[src/inc/hbgc_params.svh]
`ifndef HBGC_PARAMS_SVH
`define HBGC_PARAMS_SVH

// System clock in kHz (25 MHz).
`define HBGC_CLK_KHZ           25000
// Short qualification time in ns (typical figure).
`define HBGC_SHORT_QUAL_NS     10000
`define HBGC_SHORT_QUAL_CYC    ((`HBGC_SHORT_QUAL_NS * `HBGC_CLK_KHZ) / 1000000)
// Boost switch frequency in kHz and duty in percent.
`define HBGC_BOOST_KHZ         100
`define HBGC_BOOST_DUTY_PCT    50
`define HBGC_BOOST_PERIOD_CYC  (`HBGC_CLK_KHZ / `HBGC_BOOST_KHZ)
`define HBGC_BOOST_HIGH_CYC    ((`HBGC_BOOST_PERIOD_CYC * `HBGC_BOOST_DUTY_PCT) / 100)
// Wake-up interval in ns, kept for the host side.
`define HBGC_WAKE_NS           50000
`define HBGC_WAKE_CYC          ((`HBGC_WAKE_NS * `HBGC_CLK_KHZ) / 1000000)
// Register offsets.
`define HBGC_REG_CTRL          4'h0
`define HBGC_REG_STATUS        4'h4
`define HBGC_REG_IRQ_STAT      4'h8
`define HBGC_REG_IRQ_MASK      4'hC
// Control register fields.
`define HBGC_CTRL_EN_BIT       0
`define HBGC_CTRL_DIR_BIT      1
`define HBGC_CTRL_PWM_BIT      2
`define HBGC_CTRL_RST          3'h6
// Interrupt status and mask event fields.
`define HBGC_EV_OVERTEMP       0
`define HBGC_EV_SUPPLY_HIGH    1
`define HBGC_EV_SUPPLY_LOW     2
`define HBGC_EV_SHORT          3
`define HBGC_EV_W              4
`define HBGC_MASK_RST          4'h0

`endif

[src/inc/hbgc_pkg.sv]
package hbgc_pkg;
   typedef struct packed {
      logic high_one;
      logic low_one;
      logic high_two;
      logic low_two;
   } hbgc_gates_s;

   typedef enum logic [1:0] {
      HBGC_STANDBY,
      HBGC_FAULT,
      HBGC_RUN
   } hbgc_mode_e;
endpackage

[src/hbgc_core.sv]
// Overview of operation
// - Gate drivers leave standby only while enable is high.
// - Enable low gives standby: gates resistive, fault flag released (tristate).
// - Speed low: direction 0 drives H2/L1, direction 1 drives H1/L2.
// - Speed high brakes: both low gates source, both high gates sink.
// - Fault flag is high in every fault-free enabled state, braking included.
// - Overtemperature sinks all gates, serial line off, flag low until cleared.
// - Overvoltage sinks all gates, serial line off, flag low.
// - Undervoltage keeps all gates sinking and flag low.
// - Active high gate with node below threshold too long is latched off.
// - Active low gate with node above threshold too long is latched off.
// - Short latch holds, flag low, until direction or speed input changes.
// - Short latch affects only its own transistor; others follow inputs.
// - Flag low on any of overtemperature, supply faults or short shutdown.
// - Boost switch toggles at 100 kHz, 50 percent duty while active.
// - Boost starts below lower threshold, stops above upper threshold.
//
// Implementation choices: the Avalon-MM register port and the address map.
`include "hbgc_params.svh"

module hbgc_core #(
   parameter int SHORT_QUAL_CYC  = `HBGC_SHORT_QUAL_CYC,
   parameter int BOOST_PERIOD    = `HBGC_BOOST_PERIOD_CYC,
   parameter int BOOST_HIGH      = `HBGC_BOOST_HIGH_CYC
) (
   // Clock and reset
   input  wire logic                sys_clk_i,
   input  wire logic                rst_i,
   // Avalon-MM slave
   input  wire logic [3:0]          avs_address_i,
   input  wire logic                avs_read_i,
   input  wire logic                avs_write_i,
   input  wire logic [31:0]         avs_writedata_i,
   input  wire logic [3:0]          avs_byteenable_i,
   output logic      [31:0]         avs_readdata_o,
   output logic                     avs_waitrequest_o,
   output logic      [1:0]          avs_response_o,
   // Analog monitor indications
   input  wire logic                overtemp_flag_i,
   input  wire logic                supply_high_flag_i,
   input  wire logic                supply_low_flag_i,
   input  wire logic                supply_below_boost_on_i,
   input  wire logic                supply_above_boost_off_i,
   input  wire logic                bridge_node_one_high_i,
   input  wire logic                bridge_node_two_high_i,
   // Gate drive
   output hbgc_pkg::hbgc_gates_s    gate_drive_o,
   output logic                     gate_resistive_o,
   output logic                     serial_line_off_o,
   // Open-drain fault flag and boost switch
   output logic                     fault_flag_out_o,
   output logic                     fault_flag_out_oe_o,
   output logic                     upconverter_switch_o,
   output logic                     upconverter_switch_oe_o,
   // Interrupt
   output logic                     irq_o
);
   import hbgc_pkg::*;

   localparam int QW = $clog2(SHORT_QUAL_CYC + 1);
   localparam int BW = $clog2(BOOST_PERIOD + 1);

   logic [2:0]             ctrl_r;
   logic [`HBGC_EV_W-1:0]  irq_stat_r;
   logic [`HBGC_EV_W-1:0]  irq_mask_r;
   logic [`HBGC_EV_W-1:0]  ev_lvl;
   logic [`HBGC_EV_W-1:0]  ev_lvl_q_r;
   logic                   en;
   logic                   dir;
   logic                   pwm;
   logic                   dir_q_r;
   logic                   pwm_q_r;
   logic                   input_chg;
   logic [1:0]             node_s1_r;
   logic [1:0]             node_s2_r;
   hbgc_gates_s            want;
   hbgc_gates_s            short_r;
   logic [3:0]             short_cond;
   logic                   global_fault;
   logic                   any_short;
   hbgc_mode_e             mode;
   hbgc_gates_s            gate_r;
   logic                   fault_low_r;
   logic                   boost_on_r;
   logic [BW-1:0]          boost_cnt_r;
   logic                   boost_sw_r;
   logic                   wr_hit;
   logic                   rd_pend_r;
   logic [QW-1:0]          qual_cnt_r [4];

   assign en  = ctrl_r[`HBGC_CTRL_EN_BIT];
   assign dir = ctrl_r[`HBGC_CTRL_DIR_BIT];
   assign pwm = ctrl_r[`HBGC_CTRL_PWM_BIT];

   // Register bus: a write finishes at once, a read waits one cycle so registered data stands at the answer.
   assign avs_waitrequest_o = avs_read_i && !rd_pend_r;
   assign avs_response_o    = 2'b00;
   assign wr_hit            = avs_write_i && avs_byteenable_i[0];

   always_ff @(posedge sys_clk_i) begin
      if (rst_i) begin
         ctrl_r <= `HBGC_CTRL_RST;
      end else if (wr_hit && avs_address_i == `HBGC_REG_CTRL) begin
         ctrl_r <= avs_writedata_i[2:0];
      end
   end

   always_ff @(posedge sys_clk_i) begin
      if (rst_i) begin
         irq_mask_r <= `HBGC_MASK_RST;
      end else if (wr_hit && avs_address_i == `HBGC_REG_IRQ_MASK) begin
         irq_mask_r <= avs_writedata_i[`HBGC_EV_W-1:0];
      end
   end

   // Rising event edges set sticky bits; a set in the clearing cycle wins.
   assign ev_lvl = {any_short, supply_low_flag_i & en, supply_high_flag_i & en, overtemp_flag_i & en};

   always_ff @(posedge sys_clk_i) begin
      if (rst_i) begin
         ev_lvl_q_r <= 4'h0;
         irq_stat_r <= 4'h0;
      end else begin
         ev_lvl_q_r <= ev_lvl;
         if (wr_hit && avs_address_i == `HBGC_REG_IRQ_STAT) begin
            irq_stat_r <= (irq_stat_r & ~avs_writedata_i[`HBGC_EV_W-1:0]) | (ev_lvl & ~ev_lvl_q_r);
         end else begin
            irq_stat_r <= irq_stat_r | (ev_lvl & ~ev_lvl_q_r);
         end
      end
   end

   assign irq_o = |(irq_stat_r & irq_mask_r);

   always_ff @(posedge sys_clk_i) begin
      if (rst_i) begin
         rd_pend_r <= 1'b0;
      end else begin
         rd_pend_r <= avs_read_i && !rd_pend_r;
      end
   end

   always_ff @(posedge sys_clk_i) begin
      if (rst_i) begin
         avs_readdata_o <= 32'h0;
      end else if (avs_read_i && !rd_pend_r) begin
         unique case (avs_address_i)
            `HBGC_REG_CTRL:     avs_readdata_o <= {29'h0, ctrl_r};
            `HBGC_REG_STATUS:   avs_readdata_o <= {20'h0, gate_r, 2'h0, boost_on_r, fault_low_r,
                                                   overtemp_flag_i, supply_high_flag_i, supply_low_flag_i, any_short};
            `HBGC_REG_IRQ_STAT: avs_readdata_o <= {28'h0, irq_stat_r};
            `HBGC_REG_IRQ_MASK: avs_readdata_o <= {28'h0, irq_mask_r};
            default:            avs_readdata_o <= 32'h0;
         endcase
      end
   end

   // Input change detection clears short latches.
   always_ff @(posedge sys_clk_i) begin
      if (rst_i) begin
         dir_q_r <= 1'b1;
         pwm_q_r <= 1'b1;
      end else begin
         dir_q_r <= dir;
         pwm_q_r <= pwm;
      end
   end
   assign input_chg = (dir != dir_q_r) || (pwm != pwm_q_r);

   always_ff @(posedge sys_clk_i) begin
      if (rst_i) begin
         node_s1_r <= 2'b00;
         node_s2_r <= 2'b00;
      end else begin
         node_s1_r <= {node_s1_r[0], bridge_node_one_high_i};
         node_s2_r <= {node_s2_r[0], bridge_node_two_high_i};
      end
   end

   always_comb begin
      if (pwm) begin
         want = '{high_one: 1'b0, low_one: 1'b1, high_two: 1'b0, low_two: 1'b1};
      end else if (dir) begin
         want = '{high_one: 1'b1, low_one: 1'b0, high_two: 1'b0, low_two: 1'b1};
      end else begin
         want = '{high_one: 1'b0, low_one: 1'b1, high_two: 1'b1, low_two: 1'b0};
      end
   end

   // high side sees node low; low side sees node high.
   assign short_cond[3] = gate_r.high_one & ~node_s1_r[1];
   assign short_cond[2] = gate_r.low_one  &  node_s1_r[1];
   assign short_cond[1] = gate_r.high_two & ~node_s2_r[1];
   assign short_cond[0] = gate_r.low_two  &  node_s2_r[1];

   generate
      for (genvar g = 0; g < 4; g++) begin : g_short
         always_ff @(posedge sys_clk_i) begin
            if (rst_i || !en || global_fault || input_chg || !short_cond[g]) begin
               qual_cnt_r[g] <= '0;
            end else if (qual_cnt_r[g] != QW'(SHORT_QUAL_CYC)) begin
               qual_cnt_r[g] <= qual_cnt_r[g] + QW'(1);
            end
         end
         always_ff @(posedge sys_clk_i) begin
            if (rst_i || !en || input_chg) begin
               short_r[g] <= 1'b0;
            end else if (qual_cnt_r[g] == QW'(SHORT_QUAL_CYC)) begin
               short_r[g] <= 1'b1;
            end
         end
      end
   endgenerate

   assign any_short    = |short_r;
   assign global_fault = overtemp_flag_i | supply_high_flag_i | supply_low_flag_i;

   always_comb begin
      if (!en) begin
         mode = HBGC_STANDBY;
      end else if (global_fault) begin
         mode = HBGC_FAULT;
      end else begin
         mode = HBGC_RUN;
      end
   end

   // a latch masks only its own gate.
   always_ff @(posedge sys_clk_i) begin
      if (rst_i) begin
         gate_r <= '0;
      end else begin
         unique case (mode)
            HBGC_STANDBY: gate_r <= '0;
            HBGC_FAULT:   gate_r <= '0;
            HBGC_RUN:     gate_r <= input_chg ? want : (want & ~short_r);
         endcase
      end
   end

   // fault flag low on any fault.
   always_ff @(posedge sys_clk_i) begin
      if (rst_i) begin
         fault_low_r <= 1'b0;
      end else begin
         fault_low_r <= en && (global_fault || any_short);
      end
   end

   assign gate_drive_o = gate_r;
   // standby makes gates resistive and releases the flag.
   assign gate_resistive_o    = !en;
   // serial line off on overvoltage and overtemperature.
   assign serial_line_off_o   = en & (overtemp_flag_i | supply_high_flag_i);
   assign fault_flag_out_o    = 1'b0;
   assign fault_flag_out_oe_o = fault_low_r;

   always_ff @(posedge sys_clk_i) begin
      if (rst_i) begin
         boost_on_r <= 1'b0;
      end else if (supply_below_boost_on_i) begin
         boost_on_r <= 1'b1;
      end else if (supply_above_boost_off_i) begin
         boost_on_r <= 1'b0;
      end
   end

   // fixed-rate switch; the counter idles at zero when off.
   always_ff @(posedge sys_clk_i) begin
      if (rst_i || !boost_on_r || boost_cnt_r == BW'(BOOST_PERIOD - 1)) begin
         boost_cnt_r <= '0;
      end else begin
         boost_cnt_r <= boost_cnt_r + BW'(1);
      end
   end

   always_ff @(posedge sys_clk_i) begin
      if (rst_i) begin
         boost_sw_r <= 1'b0;
      end else begin
         boost_sw_r <= boost_on_r && (boost_cnt_r < BW'(BOOST_HIGH));
      end
   end

   // Open drain: pulling low is the switch closed.
   assign upconverter_switch_o    = 1'b0;
   assign upconverter_switch_oe_o = boost_sw_r;

   // Assertions.
   standby_gates_a: assert property (@(posedge sys_clk_i) disable iff (rst_i)
      !en |=> gate_r == '0 && !fault_low_r)
      else $error("gates not off in standby");

   enable_drive_a: assert property (@(posedge sys_clk_i) disable iff (rst_i)
      en && !global_fault && short_r == '0 |=> gate_r != '0)
      else $error("gates idle while enabled");

   fault_sink_a: assert property (@(posedge sys_clk_i) disable iff (rst_i)
      en && overtemp_flag_i |=> gate_r == '0)
      else $error("gates active in overtemperature");

   ovp_flag_a: assert property (@(posedge sys_clk_i) disable iff (rst_i)
      en && supply_high_flag_i |=> fault_low_r && gate_r == '0)
      else $error("overvoltage not handled");

   uv_flag_a: assert property (@(posedge sys_clk_i) disable iff (rst_i)
      en && supply_low_flag_i |=> fault_low_r && gate_r == '0)
      else $error("undervoltage not handled");

   brake_decode_a: assert property (@(posedge sys_clk_i) disable iff (rst_i)
      en && pwm && !global_fault && short_r == '0 |=> gate_r == 4'b0101)
      else $error("brake decode wrong");

   dir_decode_a: assert property (@(posedge sys_clk_i) disable iff (rst_i)
      en && !pwm && dir && !global_fault && short_r == '0 |=> gate_r == 4'b1001)
      else $error("direction decode wrong");

   flag_clear_a: assert property (@(posedge sys_clk_i) disable iff (rst_i)
      en && !global_fault && !any_short |=> !fault_low_r)
      else $error("flag low without fault");

   short_latch_a: assert property (@(posedge sys_clk_i) disable iff (rst_i)
      short_r[3] && en && !input_chg |=> short_r[3])
      else $error("short latch dropped");

   short_clear_a: assert property (@(posedge sys_clk_i) disable iff (rst_i)
      input_chg |=> short_r == '0)
      else $error("short latch not cleared");

   short_off_a: assert property (@(posedge sys_clk_i) disable iff (rst_i)
      short_r != '0 && !input_chg |=> (gate_r & $past(short_r)) == '0)
      else $error("shorted gate still driven");

   short_keep_a: assert property (@(posedge sys_clk_i) disable iff (rst_i)
      en && !global_fault && !pwm && !dir && !short_r.low_one |=> gate_r.low_one)
      else $error("healthy gate dropped by short");

   short_flag_a: assert property (@(posedge sys_clk_i) disable iff (rst_i)
      en && any_short |=> fault_low_r)
      else $error("short not flagged");

   boost_period_a: assert property (@(posedge sys_clk_i) disable iff (rst_i)
      boost_on_r && boost_cnt_r == '0 && $past(boost_on_r) |=> boost_sw_r)
      else $error("boost phase wrong");

   boost_low_a: assert property (@(posedge sys_clk_i) disable iff (rst_i)
      boost_on_r && boost_cnt_r == BW'(BOOST_HIGH) |=> !boost_sw_r)
      else $error("boost low phase wrong");

   boost_start_a: assert property (@(posedge sys_clk_i) disable iff (rst_i)
      supply_below_boost_on_i |=> boost_on_r)
      else $error("boost not started");

   boost_stop_a: assert property (@(posedge sys_clk_i) disable iff (rst_i)
      supply_above_boost_off_i && !supply_below_boost_on_i |=> !boost_on_r)
      else $error("boost not stopped");

   brake_c: cover property (@(posedge sys_clk_i) disable iff (rst_i) en && pwm && !global_fault);
   run_c: cover property (@(posedge sys_clk_i) disable iff (rst_i) en && !pwm && !global_fault);
   fault_c: cover property (@(posedge sys_clk_i) disable iff (rst_i) en && global_fault);
   short_c: cover property (@(posedge sys_clk_i) disable iff (rst_i) $rose(any_short));
   boost_c: cover property (@(posedge sys_clk_i) disable iff (rst_i) $rose(boost_sw_r));
endmodule

[config.mk]
export PLATFORM = sky130hd
export DESIGN_NAME = hbgc_core
export DESIGN_NICKNAME = d
export VERILOG_FILES = /design/src/inc/hbgc_pkg.sv /design/src/hbgc_core.sv
export VERILOG_INCLUDE_DIRS = /design/src /design/src/inc
export SDC_FILE = /design/constraint.sdc
export NUM_CORES = 1
export LEC_CHECK = 0
export ABC_CLOCK_PERIOD_IN_PS = 1760
export BUFFER_PORTS_ARGS = -buffer_cell sky130_fd_sc_hd__buf_2
export CAP_MARGIN = 15
export CORE_UTILIZATION = 40
export DETAILED_ROUTE_END_ITERATION = 10
export GPL_TIMING_DRIVEN = 0
export PLACE_DENSITY = 0.72
export SLEW_MARGIN = 15
export SYNTH_ARGS = -nofsm -noshare
export SYNTH_HDL_FRONTEND = slang
export SYNTH_SLANG_ARGS = --single-unit
[constraint.sdc]
create_clock -name sys_clk_i -period 1.76 [get_ports sys_clk_i]
set_input_delay 0.088 -clock sys_clk_i [delete_from_list [all_inputs] [get_ports sys_clk_i]]
set_output_delay 0.088 -clock sys_clk_i [all_outputs]
set_load 0.1 [all_outputs]
## After elaboration in Yosys (flattened, before gate mapping)

Memory sizes are Yosys's and may differ from the RTL's.
Index checks and enable logic that the tools add are counted.

| cells by class | value |
|---|---|
| muxes and demuxes | 34 |
| $lt $le $gt $ge | 1 |
| add/subtract/negate cells | 5 |
| reductions and logical operators | 32 |
| equal/unequal tests | 16 |
| bitwise logic cells | 25 |

Operator list:

| operator | number |
|---|---|
| case mux 12 bit (4 select lines) | 1 |
| adder 8 x 1 -> 8 bit (second input constant) | 5 |
| == test 8 bit (second input constant) | 5 |
| 2-to-1 mux 8 bit | 4 |
| inequality test 8 bit (second input constant) | 4 |
| 2-to-1 mux 1 bit | 22 |
| AND 4 bit | 4 |
| 2-to-1 mux 4 bit | 4 |
| logical OR 1 bit | 12 |
| inverter 4 bit | 3 |
| AND 1 bit | 8 |
| == test 4 bit (second input constant) | 2 |
| < comparator 8 x 7 -> 1 bit (second input constant) | 1 |
| OR 4 bit | 2 |
| case mux 4 bit (2 select lines) | 1 |
| OR reduction 4 bit | 2 |
| logical AND 1 bit | 7 |
| zero test 1 bit | 7 |
| OR 1 bit | 6 |
| == test 4 x 3 -> 1 bit (second input constant) | 1 |
| zero test 4 bit | 1 |
| 2-to-1 mux 2 bit | 2 |
| == test 2 x 1 -> 1 bit (second input constant) | 1 |
| == test 2 bit (second input constant) | 1 |
| other kinds (5) | 7 |

| word-level totals | value |
|---|---|
| memories | 1 |
| input bits | 51 |
| memory bits (writable) | 32 |
| word-level logic and storage cells | 136 |
| flip-flop bits (word level) | 73 |
| output and inout bits | 46 |

Memory list:

| memory | words | width | rd ports | clocked after Yosys merged registers in | write ports | RTL line | RTL |
|---|---|---|---|---|---|---|---|
| qual_cnt_r | 4 | 8 | 4 | 0 | 4 | hbgc_core.sv:89 | `logic [QW-1:0] qual_cnt_r [4];` |

## Depth between registers and ports, before layout

Gate-level depths: netlist of the first run.

| logic depth | value |
|---|---|
| depth in word-level cells | 8 |
| gate-level depth with buffers | 5 |
| gate-level depth less buffers | 5 |

## Worst setup path after synthesis of the first run

OpenSTA, ideal clock, no wires.

| timing path | value |
|---|---|
| path kind | register -> output |
| start point | register ctrl_r[0] |
| end point | output serial_line_off_o |
| cell stages (with the launch flop) | 3 |
| path buffers | 0 |
| slack | -0.469 ns |
| arrival time | 2.141 ns |
| path through | dfxtp_1 > inv_1 > nor2_1 |

| on the way | value |
|---|---|
| cells in the longest elaborated chain, start to end | 1 |

Ends and longest elaborated chain:

| item | RTL line | RTL |
|---|---|---|
| start, declared | hbgc_core.sv:63 | `logic [2:0] ctrl_r;` |
| start signal, assigned | hbgc_core.sv:102 | `` ctrl_r <= `HBGC_CTRL_RST; `` |
| start signal, assigned | hbgc_core.sv:104 | `ctrl_r <= avs_writedata_i[2:0];` |
| AND 1 bit | hbgc_core.sv:254 | `assign serial_line_off_o = en & (overtemp_flag_i \| supply_high_flag_i);` |
| end, declared | hbgc_core.sv:49 | `output logic serial_line_off_o,` |

No other way between the ends.

==> reports/results.ini, run 1 <==
[cells_and_area]
utilization_pct = 49.5
final.fill_count = 900
diodes = 0
drive_above_1_share_pct = 24.5
final_area_sq_um = 4880
area_growth_pct = 19.4
multi_input_area_sq_um = 1910
instances_no_fill = 619
final_nets = 543
register_area_sq_um = 1980

[floorplanning]
fp.dieH_microns = 103
num_rows = 36
core_sq_um = 9860
die_w_microns = 103
initial_utilization_pct = 41.5
io_pins = 97
dieArea_sq_um = 10600

[route]
ant_nets = 0
wl_per_cell_microns = 13.6
wl_mm = 8.39
firstDrtPassIters = 4
remaining_drc_errors = 0
viasPerCell = 5.10
drtIter0Drc = 144
routed-via-count = 3156

[worst_hold_path]
hp-start = avs_writedata_i[1]
whs_path_depth = 3
min_to = irq_mask_r[1]
hp-class = input pin to register

[synthesis]
syn_avg_cell_area_sq_um = 10.4
synth-simple-area-share_pct = 20.0
synth_fa_ha_area_share_pct = 3.36
syn_inst = 395
synth_warnings = 0
synth_xor_xnor_area_share_pct = 4.44
synth_flop_cell = dfxtp_1
yosys-top-cells-count = dfxtp_1 (51), edfxtp_1 (32), buf_4 (26)
synthMuxAreaShare_pct = 1.71
async_reset_ff_share_pct = 0
synth_compound_area_share_pct = 13.6
synth_seq_cells = 83
synth_area_leader_cell = dfxtp_1
synth_most_common_cell = dfxtp_1
netlist_area_sq_um = 4090
ys_types = 51
yosys-top-cells-area = dfxtp_1 (25%), edfxtp_1 (23%), buf_4 (4.8%)
ys_seq_area_share_pct = 48.5
synth_top_family_by_area = simple AND/OR/NAND/NOR gates
synth_top_area_share_pct = 25.0
synth_edf_count = 32

[timing]
clock_skew_ns = 0.0103
hold_viol_final = 0
fin_ws_ns = 0.0766
finalSetupViolCount = 0
max_slew.worst_pin.slew_ns = 0.784
maxSlewViolCount = 0
period_needed_ns = 1.68
fmax_mhz = 594
setup_tns_ns = 0
rsz0062_at_grt = false
whs_ns = 0.0212
period_share_pct = 95.6
slew-limit-headroom_pct = 47.3

[setup_path]
r2r_start = qual_cnt_r[2][0]
r2r-end = qual_cnt_r[2][6]
reg2reg_depth = 4
max_stage_delay_ns = 0.40
worstSetupPathType = register to register
worst_ep_arrival_time_ns = 1.85
start_kind = register
path_cells = ha_1 -> nand3_1 -> or3_1 -> a2111oi_2
worst_path_max_delay_cell = edfxtp_1
cp_max_fo = 4
required_ns = 1.92
worst-r2r-setup-slack_ns = 0.08
end_kind = register

[clocking]
htree_levels = 3
clock_latency_ns = 0.35
cts_sinks = 83
cts_tree = built
path_clk_slew_ns = 0.08
cts_root_buf = clkbuf_8
cts_made_buffers = 9
cts_buffer_depth = 2

[placed_design]
place_area_sq_um = 4550
gp_congestion = 0.812
portBuffers = 37
preCtsSetupSlack_ns = -0.237
placed_cells = 590
place_hpwl_mm = 6.18

[power]
clkPwrFrac_pct = 34.6
power.density_nw_per_um2 = 771
intPower_mw = 2.74
p_sw_mw = 1.03
share_seq_of_total_power_pct = 53.1
peakVddDrop_mv = 0.472
p_sw_share_pct = 27.4
combPwrFrac_pct = 12.3
p_leak_nw = 1.85
total_power_mw = 3.77

[grt]
grt_pass1_wl_mm = 13.2
grt_pass1_vias = 2864
top_usage_layer = met2
globalRouteMet2Util_pct = 27.8
grt_max_degree = 15
antenna_found_initial = 0
grtUsageMet1_pct = 20.1
grt_use_total_pct = 16.3
gr-total-overflow = 0
use_met3_pct = 4.95

[outcome]
status = complete, no violations

[job]
drv_cap = 0

[final cells by class]
class                           instances  share of cell area, %
Buffer                                 39                   5.59
Clock buffer                           10                   2.61
Clock inverter                          6                   1.15
Inverter                               18                   1.38
Multi-Input combinational cell        280                   39.2
Sequential cell                        83                   40.6
Tap cell                              133                   3.41
Timing Repair Buffer                   50                   6.00
[worst max-delay path, delay by kind of cell (launching register included)]
family | cells | cell delay (ns)
AOI/OAI and AO/OA | 1 | 0.35
DFF | 1 | 0.40
adders and majority gates | 1 | 0.21
and+or+nand+nor | 2 | 0.54
[worst max path at each step]
stage	start	to	slack, ns	depth (start not counted)
after floorplan	ctrl_r[0]	serial_line_off_o	-0.02	2
after global placement	qual_cnt_r[0][3]	qual_cnt_r[0][7]	-0.20	3
after detailed placement	qual_cnt_r[2][0]	qual_cnt_r[2][5]	-0.24	5
after CTS	qual_cnt_r[2][0]	qual_cnt_r[2][0]	0.04	6
after global routing	ctrl_r[2]	qual_cnt_r[2][0]	0.01	5
final	qual_cnt_r[2][0]	qual_cnt_r[2][6]	0.08	4
[per-layer routing]
metal / vias up / share of wire, %
met4: 0 / 0.99
met2: 68 / 49
met3: 9 / 4.6
met5: - / 0
li1: 1588 / -
met1: 1491 / 45
[timing repair]
action                     4_1_cts  5_1_grt
pin swaps                        2        2
setup endpoints to repair       32       36
hold buffers                     4        0
hold endpoints to repair         4        0
setup buffers                    2        7
gates resized for setup          2        4
[power by group through the flow]
stage / sequential, mW / combinational (mW) / clock, mW
floorplan: 2.06 / 0.376 / 0
global placement: 2.04 / 0.451 / 0
detailed placement: 2.04 / 0.453 / 0
CTS: 2.00 / 0.461 / 1.33
global route: 2.00 / 0.490 / 1.42
finish: 2.00 / 0.464 / 1.30
[sequential cells by signal, summed over array words and instances, names as in the netlist, 2 cells and up]
name and count:
avs_readdata_o 10, boost_cnt_r 8, ctrl_r 3, ev_lvl_q_r 4, gate_drive_o 4, irq_mask_r 4
irq_stat_r 4, node_s1_r 2, node_s2_r 2, qual_cnt_r 32, short_r 4
[logic make-up after synthesis]
logic type      Yosys count
simple gates            145
flops                    83
compound gates           72
buf+inv                  57
xor+xnor                 19
fa+ha+maj                11
mux                       7
other cells               1
[placed cells by master (no fill, tap or decap), types with 5 or more instances in the layout]
cell / netlist / layout
mux2i_1: 7 / 7
nor3_1: 14 / 14
clkbuf_1: 4 / 5
inv_1: 18 / 18
nor2b_1: 10 / 10
a21oi_1: 11 / 11
buf_2: 5 / 42
nand2_1: 25 / 25
buf_4: 26 / 35
conb_1: 1 / 26
a211oi_1: 6 / 6
nand3_1: 14 / 12
a2111oi_2: 6 / 6
a32oi_1: 6 / 6
a32o_1: 6 / 6
nand4_1: 11 / 11
o21ai_0: 19 / 19
ha_1: 11 / 11
nor4_1: 11 / 11
xnor2_1: 5 / 5
or3_1: 15 / 15
dfxtp_1: 51 / 49
clkbuf_8: 0 / 9
nor2_1: 23 / 22
xor2_1: 12 / 12
edfxtp_1: 32 / 32
No activity file was read; power rests on OpenSTA's default activity.
==> run 2: changes to the inputs <==
--- a/config.mk
+++ b/config.mk
@@ -6,10 +6,11 @@
 export SDC_FILE = /design/constraint.sdc
 export NUM_CORES = 1
 export LEC_CHECK = 0
-export ABC_CLOCK_PERIOD_IN_PS = 1760
+export ABC_AREA = 1
 export BUFFER_PORTS_ARGS = -buffer_cell sky130_fd_sc_hd__buf_2
 export CAP_MARGIN = 15
 export CORE_UTILIZATION = 40
+export CTS_CLUSTER_DIAMETER = 60
 export DETAILED_ROUTE_END_ITERATION = 10
 export GPL_TIMING_DRIVEN = 0
 export PLACE_DENSITY = 0.72
==> reports/results.ini, run 2 <==
[grt]
grt_max_degree = 16  ; +1
grt_use_total_pct = 16.5  ; +0.23 points
antenna_found_initial = 0  ; unchanged
grt_pass1_wl_mm = 13.2  ; +0.11%
gr-total-overflow = 0  ; unchanged
grt_pass1_vias = 2994  ; +4.5%

[placed_design]
place_hpwl_mm = 5.93  ; -4.1%
place_area_sq_um = 4520  ; -0.82%
gp_congestion = 0.863  ; +6.2%
preCtsSetupSlack_ns = -0.0623  ; +0.174 ns
placed_cells = 665  ; +13%
portBuffers = 39  ; +5.4%

[setup_path]
r2r_start = qual_cnt_r[1][0]
worstSetupPathType = register to register
end_kind = register
startpoint = qual_cnt_r[1][0]
worst_ep_arrival_time_ns = 1.70  ; -0.15 ns
required_ns = 1.88  ; -0.04 ns
start_kind = register
cp_max_fo = 8  ; +4

[route]
wl_per_cell_microns = 11.2  ; -17%
routed-via-count = 3149  ; -0.22%
viasPerCell = 4.56  ; -11%
firstDrtPassIters = 5  ; +1
remaining_drc_errors = 0  ; unchanged
ant_nets = 0  ; unchanged
wl_mm = 7.74  ; -7.7%
drtIter0Drc = 124  ; -14%

[floorplanning]
num_rows = 36  ; unchanged
initial_utilization_pct = 41.4  ; -0.091 points
io_pins = 97  ; unchanged
fp.dieH_microns = 103  ; -0.56%
core_sq_um = 9770  ; -0.91%
dieArea_sq_um = 10500  ; -1.1%
die_w_microns = 103  ; -0.56%

[synthesis]
synth_most_common_cell = nand2_1
syn_inst = 468  ; +18%
async_reset_ff_share_pct = 0  ; unchanged
synth_warnings = 0  ; unchanged
synth_top_area_share_pct = 25.2  ; +0.29 points
synth_seq_cells = 83  ; unchanged
yosys-top-cells-area = dfxtp_1 (25%), edfxtp_1 (24%), nand2_1 (7.4%)
syn_avg_cell_area_sq_um = 8.64  ; -17%
ys_seq_area_share_pct = 49.0  ; +0.55 points
ys_types = 33  ; -35%
synth_area_leader_cell = dfxtp_1
synth_flop_cell = dfxtp_1
synth_edf_count = 32  ; unchanged
yosys-top-cells-count = nand2_1 (80), nor2_1 (73), inv_1 (56)
netlist_area_sq_um = 4040  ; -1.1%

[timing]
period_needed_ns = 1.58  ; -0.101 ns
finalSetupViolCount = 0  ; unchanged
fin_ws_ns = 0.178  ; +0.101 ns
period_share_pct = 89.9  ; -5.8 points
maxSlewViolCount = 0  ; unchanged
slew-limit-headroom_pct = 63.0  ; +16 points
max_slew.worst_pin.slew_ns = 0.551  ; -0.233 ns
fmax_mhz = 632  ; +6.4%
setup_tns_ns = 0  ; unchanged
whs_ns = 0.0143  ; -0.00681 ns
clock_skew_ns = 0.0123  ; +0.00205 ns
hold_viol_final = 0  ; unchanged
rsz0062_at_grt = false

[cells_and_area]
top_register = qual_cnt_r
layout_common_cells = nand2_1 (80), nor2_1 (72), inv_1 (56), dfxtp_1 (47), buf_2 (39)
utilization_pct = 49.1  ; -0.35 points
instances_no_fill = 691  ; +12%
final_area_sq_um = 4800  ; -1.6%
final.fill_count = 945  ; +5.0%
area_growth_pct = 18.8
largestRegisters = qual_cnt_r (32), avs_readdata_o (10), boost_cnt_r (8)
layout_commonest_cell = nand2_1
drive_above_1_share_pct = 19.4  ; -5.1 points
final_nets = 615  ; +13%
diodes = 0  ; unchanged
largest_register_ffs = 32  ; unchanged

[clocking]
cts_root_buf = clkbuf_8
cts_buffer_depth = 2  ; unchanged
htree_levels = 3  ; unchanged
cts_sinks = 83  ; unchanged
cts_made_buffers = 9  ; unchanged
path_clk_slew_ns = 0.09  ; about the same
post_cts_resized = 0  ; -2
clock_latency_ns = 0.36  ; about the same
cts_tree = built

[job]
drv_cap = 0  ; unchanged

[power]
power.density_nw_per_um2 = 799  ; +3.5%
total_power_mw = 3.84  ; +1.9%
peakVddDrop_mv = 0.562  ; +19%
p_leak_nw = 2.07  ; +12%

[worst_hold_path]
hp-start = supply_low_flag_i
hp-class = input pin to register

[outcome]
status = complete, no violations

==> run 2: cell count changes in the layout (fill, tap and decap cells not counted), moves of 12 or more <==
cell,change
inv_1,+38
a21oi_1,+12
nor2_1,+50
nand3_1,+18
nand2_1,+55
or3_1,-14
==> run 2: metal layers <==
metal | vias to the layer above | part of all wire [%] | track usage (%)
li1 | 1643 | - | -
met1 | 1433 | 47 | 20.5
met2 | 60 | 46 | 27.5
met3 | 13 | 4.0 | 3.19
met4 | 0 | 2.0 | 8.02
met5 | - | 0 | 0
==> run 2: critical path, cell delays in order (launching register included) <==
cell	delay [ns]
edfxtp_1	0.44
inv_1	0.08
ha_1	0.14
nand2_1	0.05
nor2_1	0.08
nand3_1	0.14
inv_1	0.12
nand4_1	0.10
buf_4	0.19
==> run 2: cells by family (layout without fill, tap and decap cells) <==
kind of cell / count (synthesis) / in the layout / share of synthesized area [%]
AO/OA/AOI/OAI: 39 / 39 / 5.20
XOR/XNOR: 23 / 23 / 4.98
adder cells (fa/ha/maj): 11 / 11 / 3.40
buffers and inverters: 88 / 153 / 10.7
flip-flops: 83 / 83 / 49.0
other: 1 / 26 / 0.0927
AND/OR/NAND/NOR: 223 / 223 / 26.6
==> run 2: final timing paths <==
check	slack, ns	cells after the start	end
max	0.18	8	qual_cnt_r[1][2]
min	0.01	3	ev_lvl_q_r[2]
max reg2reg	0.18	8	qual_cnt_r[1][2]
min reg2reg	0.41	2	node_s1_r[1]
==> run 2: what timing repair did <==
action | in CTS | in global routing
hold buffers | 6 | 0
buffers inserted | 4 | 0
endpoints found under the hold margin | 5 | 0
setup endpoints to repair | 32 | 0
==> run 2: cell type report <==
class	count	area (sq um)	area share [%]
clock buffer	9	124	2.58
timing repair buffer	49	285	5.94
multi-input combinational	322	1740	36.1
clock inverter	7	73.8	1.54
sequential	83	1990	41.4
inverter	57	214	4.45
buffer	31	218	4.53
tap	133	166	3.46
==> run 2: power breakdown <==
part | leakage, nW | switching (mW) | internal [mW]
clock network | 0.0966 | 0.709 | 0.663
logic | 1.17 | 0.373 | 0.0905
registers | 0.810 | 0.00947 | 1.99
total | 2.07 | 1.09 | 2.74
==> run 3: changes to the inputs <==
--- a/config.mk
+++ b/config.mk
@@ -7,13 +7,14 @@
 export NUM_CORES = 1
 export LEC_CHECK = 0
 export ABC_AREA = 1
-export BUFFER_PORTS_ARGS = -buffer_cell sky130_fd_sc_hd__buf_2
 export CAP_MARGIN = 15
 export CORE_UTILIZATION = 40
+export CTS_BUF_LIST = sky130_fd_sc_hd__clkbuf_8
 export CTS_CLUSTER_DIAMETER = 60
 export DETAILED_ROUTE_END_ITERATION = 10
+export DONT_BUFFER_PORTS = 1
 export GPL_TIMING_DRIVEN = 0
-export PLACE_DENSITY = 0.72
+export PLACE_DENSITY = 0.63
 export SLEW_MARGIN = 15
 export SYNTH_ARGS = -nofsm -noshare
 export SYNTH_HDL_FRONTEND = slang
==> reports/results.ini, run 3 (synthesized netlist as in run 2, its figures left out) <==
[outcome]
status = finished, violations left
violations = negative setup slack

[route]
wl_mm = 7.99  ; +3.2%
firstDrtPassIters = 4  ; -1
viasPerCell = 4.64  ; +1.8%
drtIter0Drc = 107  ; -14%
wl_per_cell_microns = 12.0  ; +7.2%
remaining_drc_errors = 0  ; unchanged
routed-via-count = 3086  ; -2.0%
ant_nets = 0  ; unchanged

[placed_design]
place_area_sq_um = 4320  ; -4.3%
portBuffers = 0  ; -100%
gp_congestion = 0.937  ; +8.6%
place_hpwl_mm = 5.86  ; -1.2%
preCtsSetupSlack_ns = -0.258  ; -0.196 ns

[cells_and_area]
final.fill_count = 954  ; +0.95%
largest_register_ffs = 32  ; unchanged
top_register = qual_cnt_r
largestRegisters = qual_cnt_r (32), avs_readdata_o (10), boost_cnt_r (8)
layout_commonest_cell = nand2_1
drive_above_1_share_pct = 15.4  ; -3.9 points
diodes = 0  ; unchanged
final_area_sq_um = 4760  ; -0.81%
final_nets = 589  ; -4.2%
layout_common_cells = nand2_1 (78), nor2_1 (72), inv_1 (56), dfxtp_1 (44), buf_4 (38)
area_growth_pct = 17.8

[power]
power.density_nw_per_um2 = 830  ; +3.9%
peakVddDrop_mv = 0.437  ; -22%
p_leak_nw = 1.98  ; -4.7%
total_power_mw = 3.95  ; +3.1%

[clocking]
path_clk_slew_ns = 0.08  ; about the same
htree_levels = 3  ; unchanged
cts_root_buf = clkbuf_8
clock_latency_ns = 0.36  ; about the same
cts_sinks = 83  ; unchanged
cts_tree = built
cts_made_buffers = 9  ; unchanged
cts_buffer_depth = 2  ; unchanged

[setup_path]
end_kind = output port
worst_ep_arrival_time_ns = 1.71  ; about the same
cp_top_family = simple AND/OR/NAND/NOR gates
cp_max_fo = 3  ; -5
required_ns = 1.67  ; -0.21 ns
reg2reg_depth = 6  ; -2
max_stage_delay_ns = 0.94  ; +0.50 ns
worstSetupPathType = register to output port
r2r-end = avs_readdata_o[11]
path_cells = nand2_2 -> nand4_1
crit_buf_inv = 0  ; -3
worst_path_max_delay_cell = nand4_1
start_kind = register
worst-r2r-setup-slack_ns = 0.08  ; -0.10 ns
r2r_start = rd_pend_r

[grt]
grt_use_total_pct = 16.5  ; +0.066 points
grt_max_degree = 16  ; unchanged
antenna_found_initial = 0  ; unchanged
grt_pass1_wl_mm = 13.3  ; +0.78%
use_met3_pct = 4.54  ; +1.4 points
grt_pass1_vias = 3010  ; +0.53%
grtUsageMet1_pct = 19.2  ; -1.3 points
globalRouteMet2Util_pct = 28.3  ; +0.82 points
gr-total-overflow = 0  ; unchanged
top_usage_layer = met2

[worst_hold_path]
hp-class = input pin to register
min_to = ctrl_r[0]
hp-start = avs_address_i[2]
whs_path_depth = 3  ; unchanged

[floorplanning]
initial_utilization_pct = 41.4  ; unchanged
core_sq_um = 9770  ; unchanged
dieArea_sq_um = 10500  ; unchanged
fp.dieH_microns = 103  ; unchanged
num_rows = 36  ; unchanged
die_w_microns = 103  ; unchanged
io_pins = 97  ; unchanged

[timing]
fmax_mhz = 557  ; -12%
max_slew.worst_pin.slew_ns = 1.22  ; +0.671 ns
rsz0062_at_grt = true
maxSlewViolCount = 0  ; unchanged
period_share_pct = 102  ; +12 points
clock_skew_ns = 0.00653  ; -0.00581 ns
period_needed_ns = 1.79  ; +0.212 ns
fin_ws_ns = -0.0343  ; -0.212 ns
hold_viol_final = 0  ; unchanged
finalSetupViolCount = 1  ; +1
slew-limit-headroom_pct = 18.3  ; -45 points

[job]
drv_cap = 0  ; unchanged

## run 3: how the worst max path moves through the flow
stage	start	depth (start not counted)	end	slack (ns)
6_report	irq_stat_r[3]	2	irq_o	-0.03
3_5_place_dp	ctrl_r[0]	5	qual_cnt_r[3][4]	-0.26
4_1_cts	irq_stat_r[3]	2	irq_o	-0.05
5_1_grt	irq_stat_r[3]	2	irq_o	-0.08
3_3_place_gp	ctrl_r[0]	5	qual_cnt_r[1][3]	-0.21
2_1_floorplan	ctrl_r[0]	5	qual_cnt_r[2][0]	0.03
## run 3: cell type report
type / instances / area (sq um) / area share (%)
sequential: 83 / 1990 / 41.8
multi-input combinational: 322 / 1750 / 36.8
buffer: 31 / 219 / 4.60
inverter: 57 / 216 / 4.54
timing repair buffer: 23 / 203 / 4.25
tap: 133 / 166 / 3.49
clock buffer: 9 / 124 / 2.60
clock inverter: 7 / 92.6 / 1.94
## run 3: where the power goes
part / switching [mW] / total (mW) / leakage, nW / internal [mW]
logic: 0.347 / 0.431 / 1.05 / 0.0849
clock network: 0.701 / 1.50 / 0.115 / 0.800
registers: 0.0308 / 2.02 / 0.811 / 1.99
## run 3: stage by stage
step	setup TNS (ns)	util (%)	std cells	hold slack, ns
after floorplan	0	-	493	0.195
after global placement	-6.30	44.2	626	0.202
after detailed placement	-7.81	44.2	626	0.209
after CTS	-0.0484	48.3	661	0.0320
after global routing	-0.0936	48.7	665	0.0727
final	-0.0343	48.7	665	0.0469
## run 3: worst min-delay path: cells and delay by family
kind / cells / cell delay (ns)
compound gates: 1 / 0.08
simple gates: 1 / 0.14
buf+inv: 1 / 0.05
## run 3: repair_timing
item                                   CTS  global route
endpoints found under the hold margin   21             0
resized for setup                        5             5
hold buffers                            12             0
setup endpoints to repair               44            39
pin swaps                                7             3
buffers inserted                         7             4
gates cloned                             0             0
## run 3: metal layers
metal | vias to the layer above | routed length, microns | part of all wire, %
met5 | - | 0 | 0
met4 | 0 | 135 | 1.7
met3 | 12 | 499 | 6.2
met2 | 73 | 3880 | 49
met1 | 1408 | 3470 | 43
li1 | 1593 | - | -
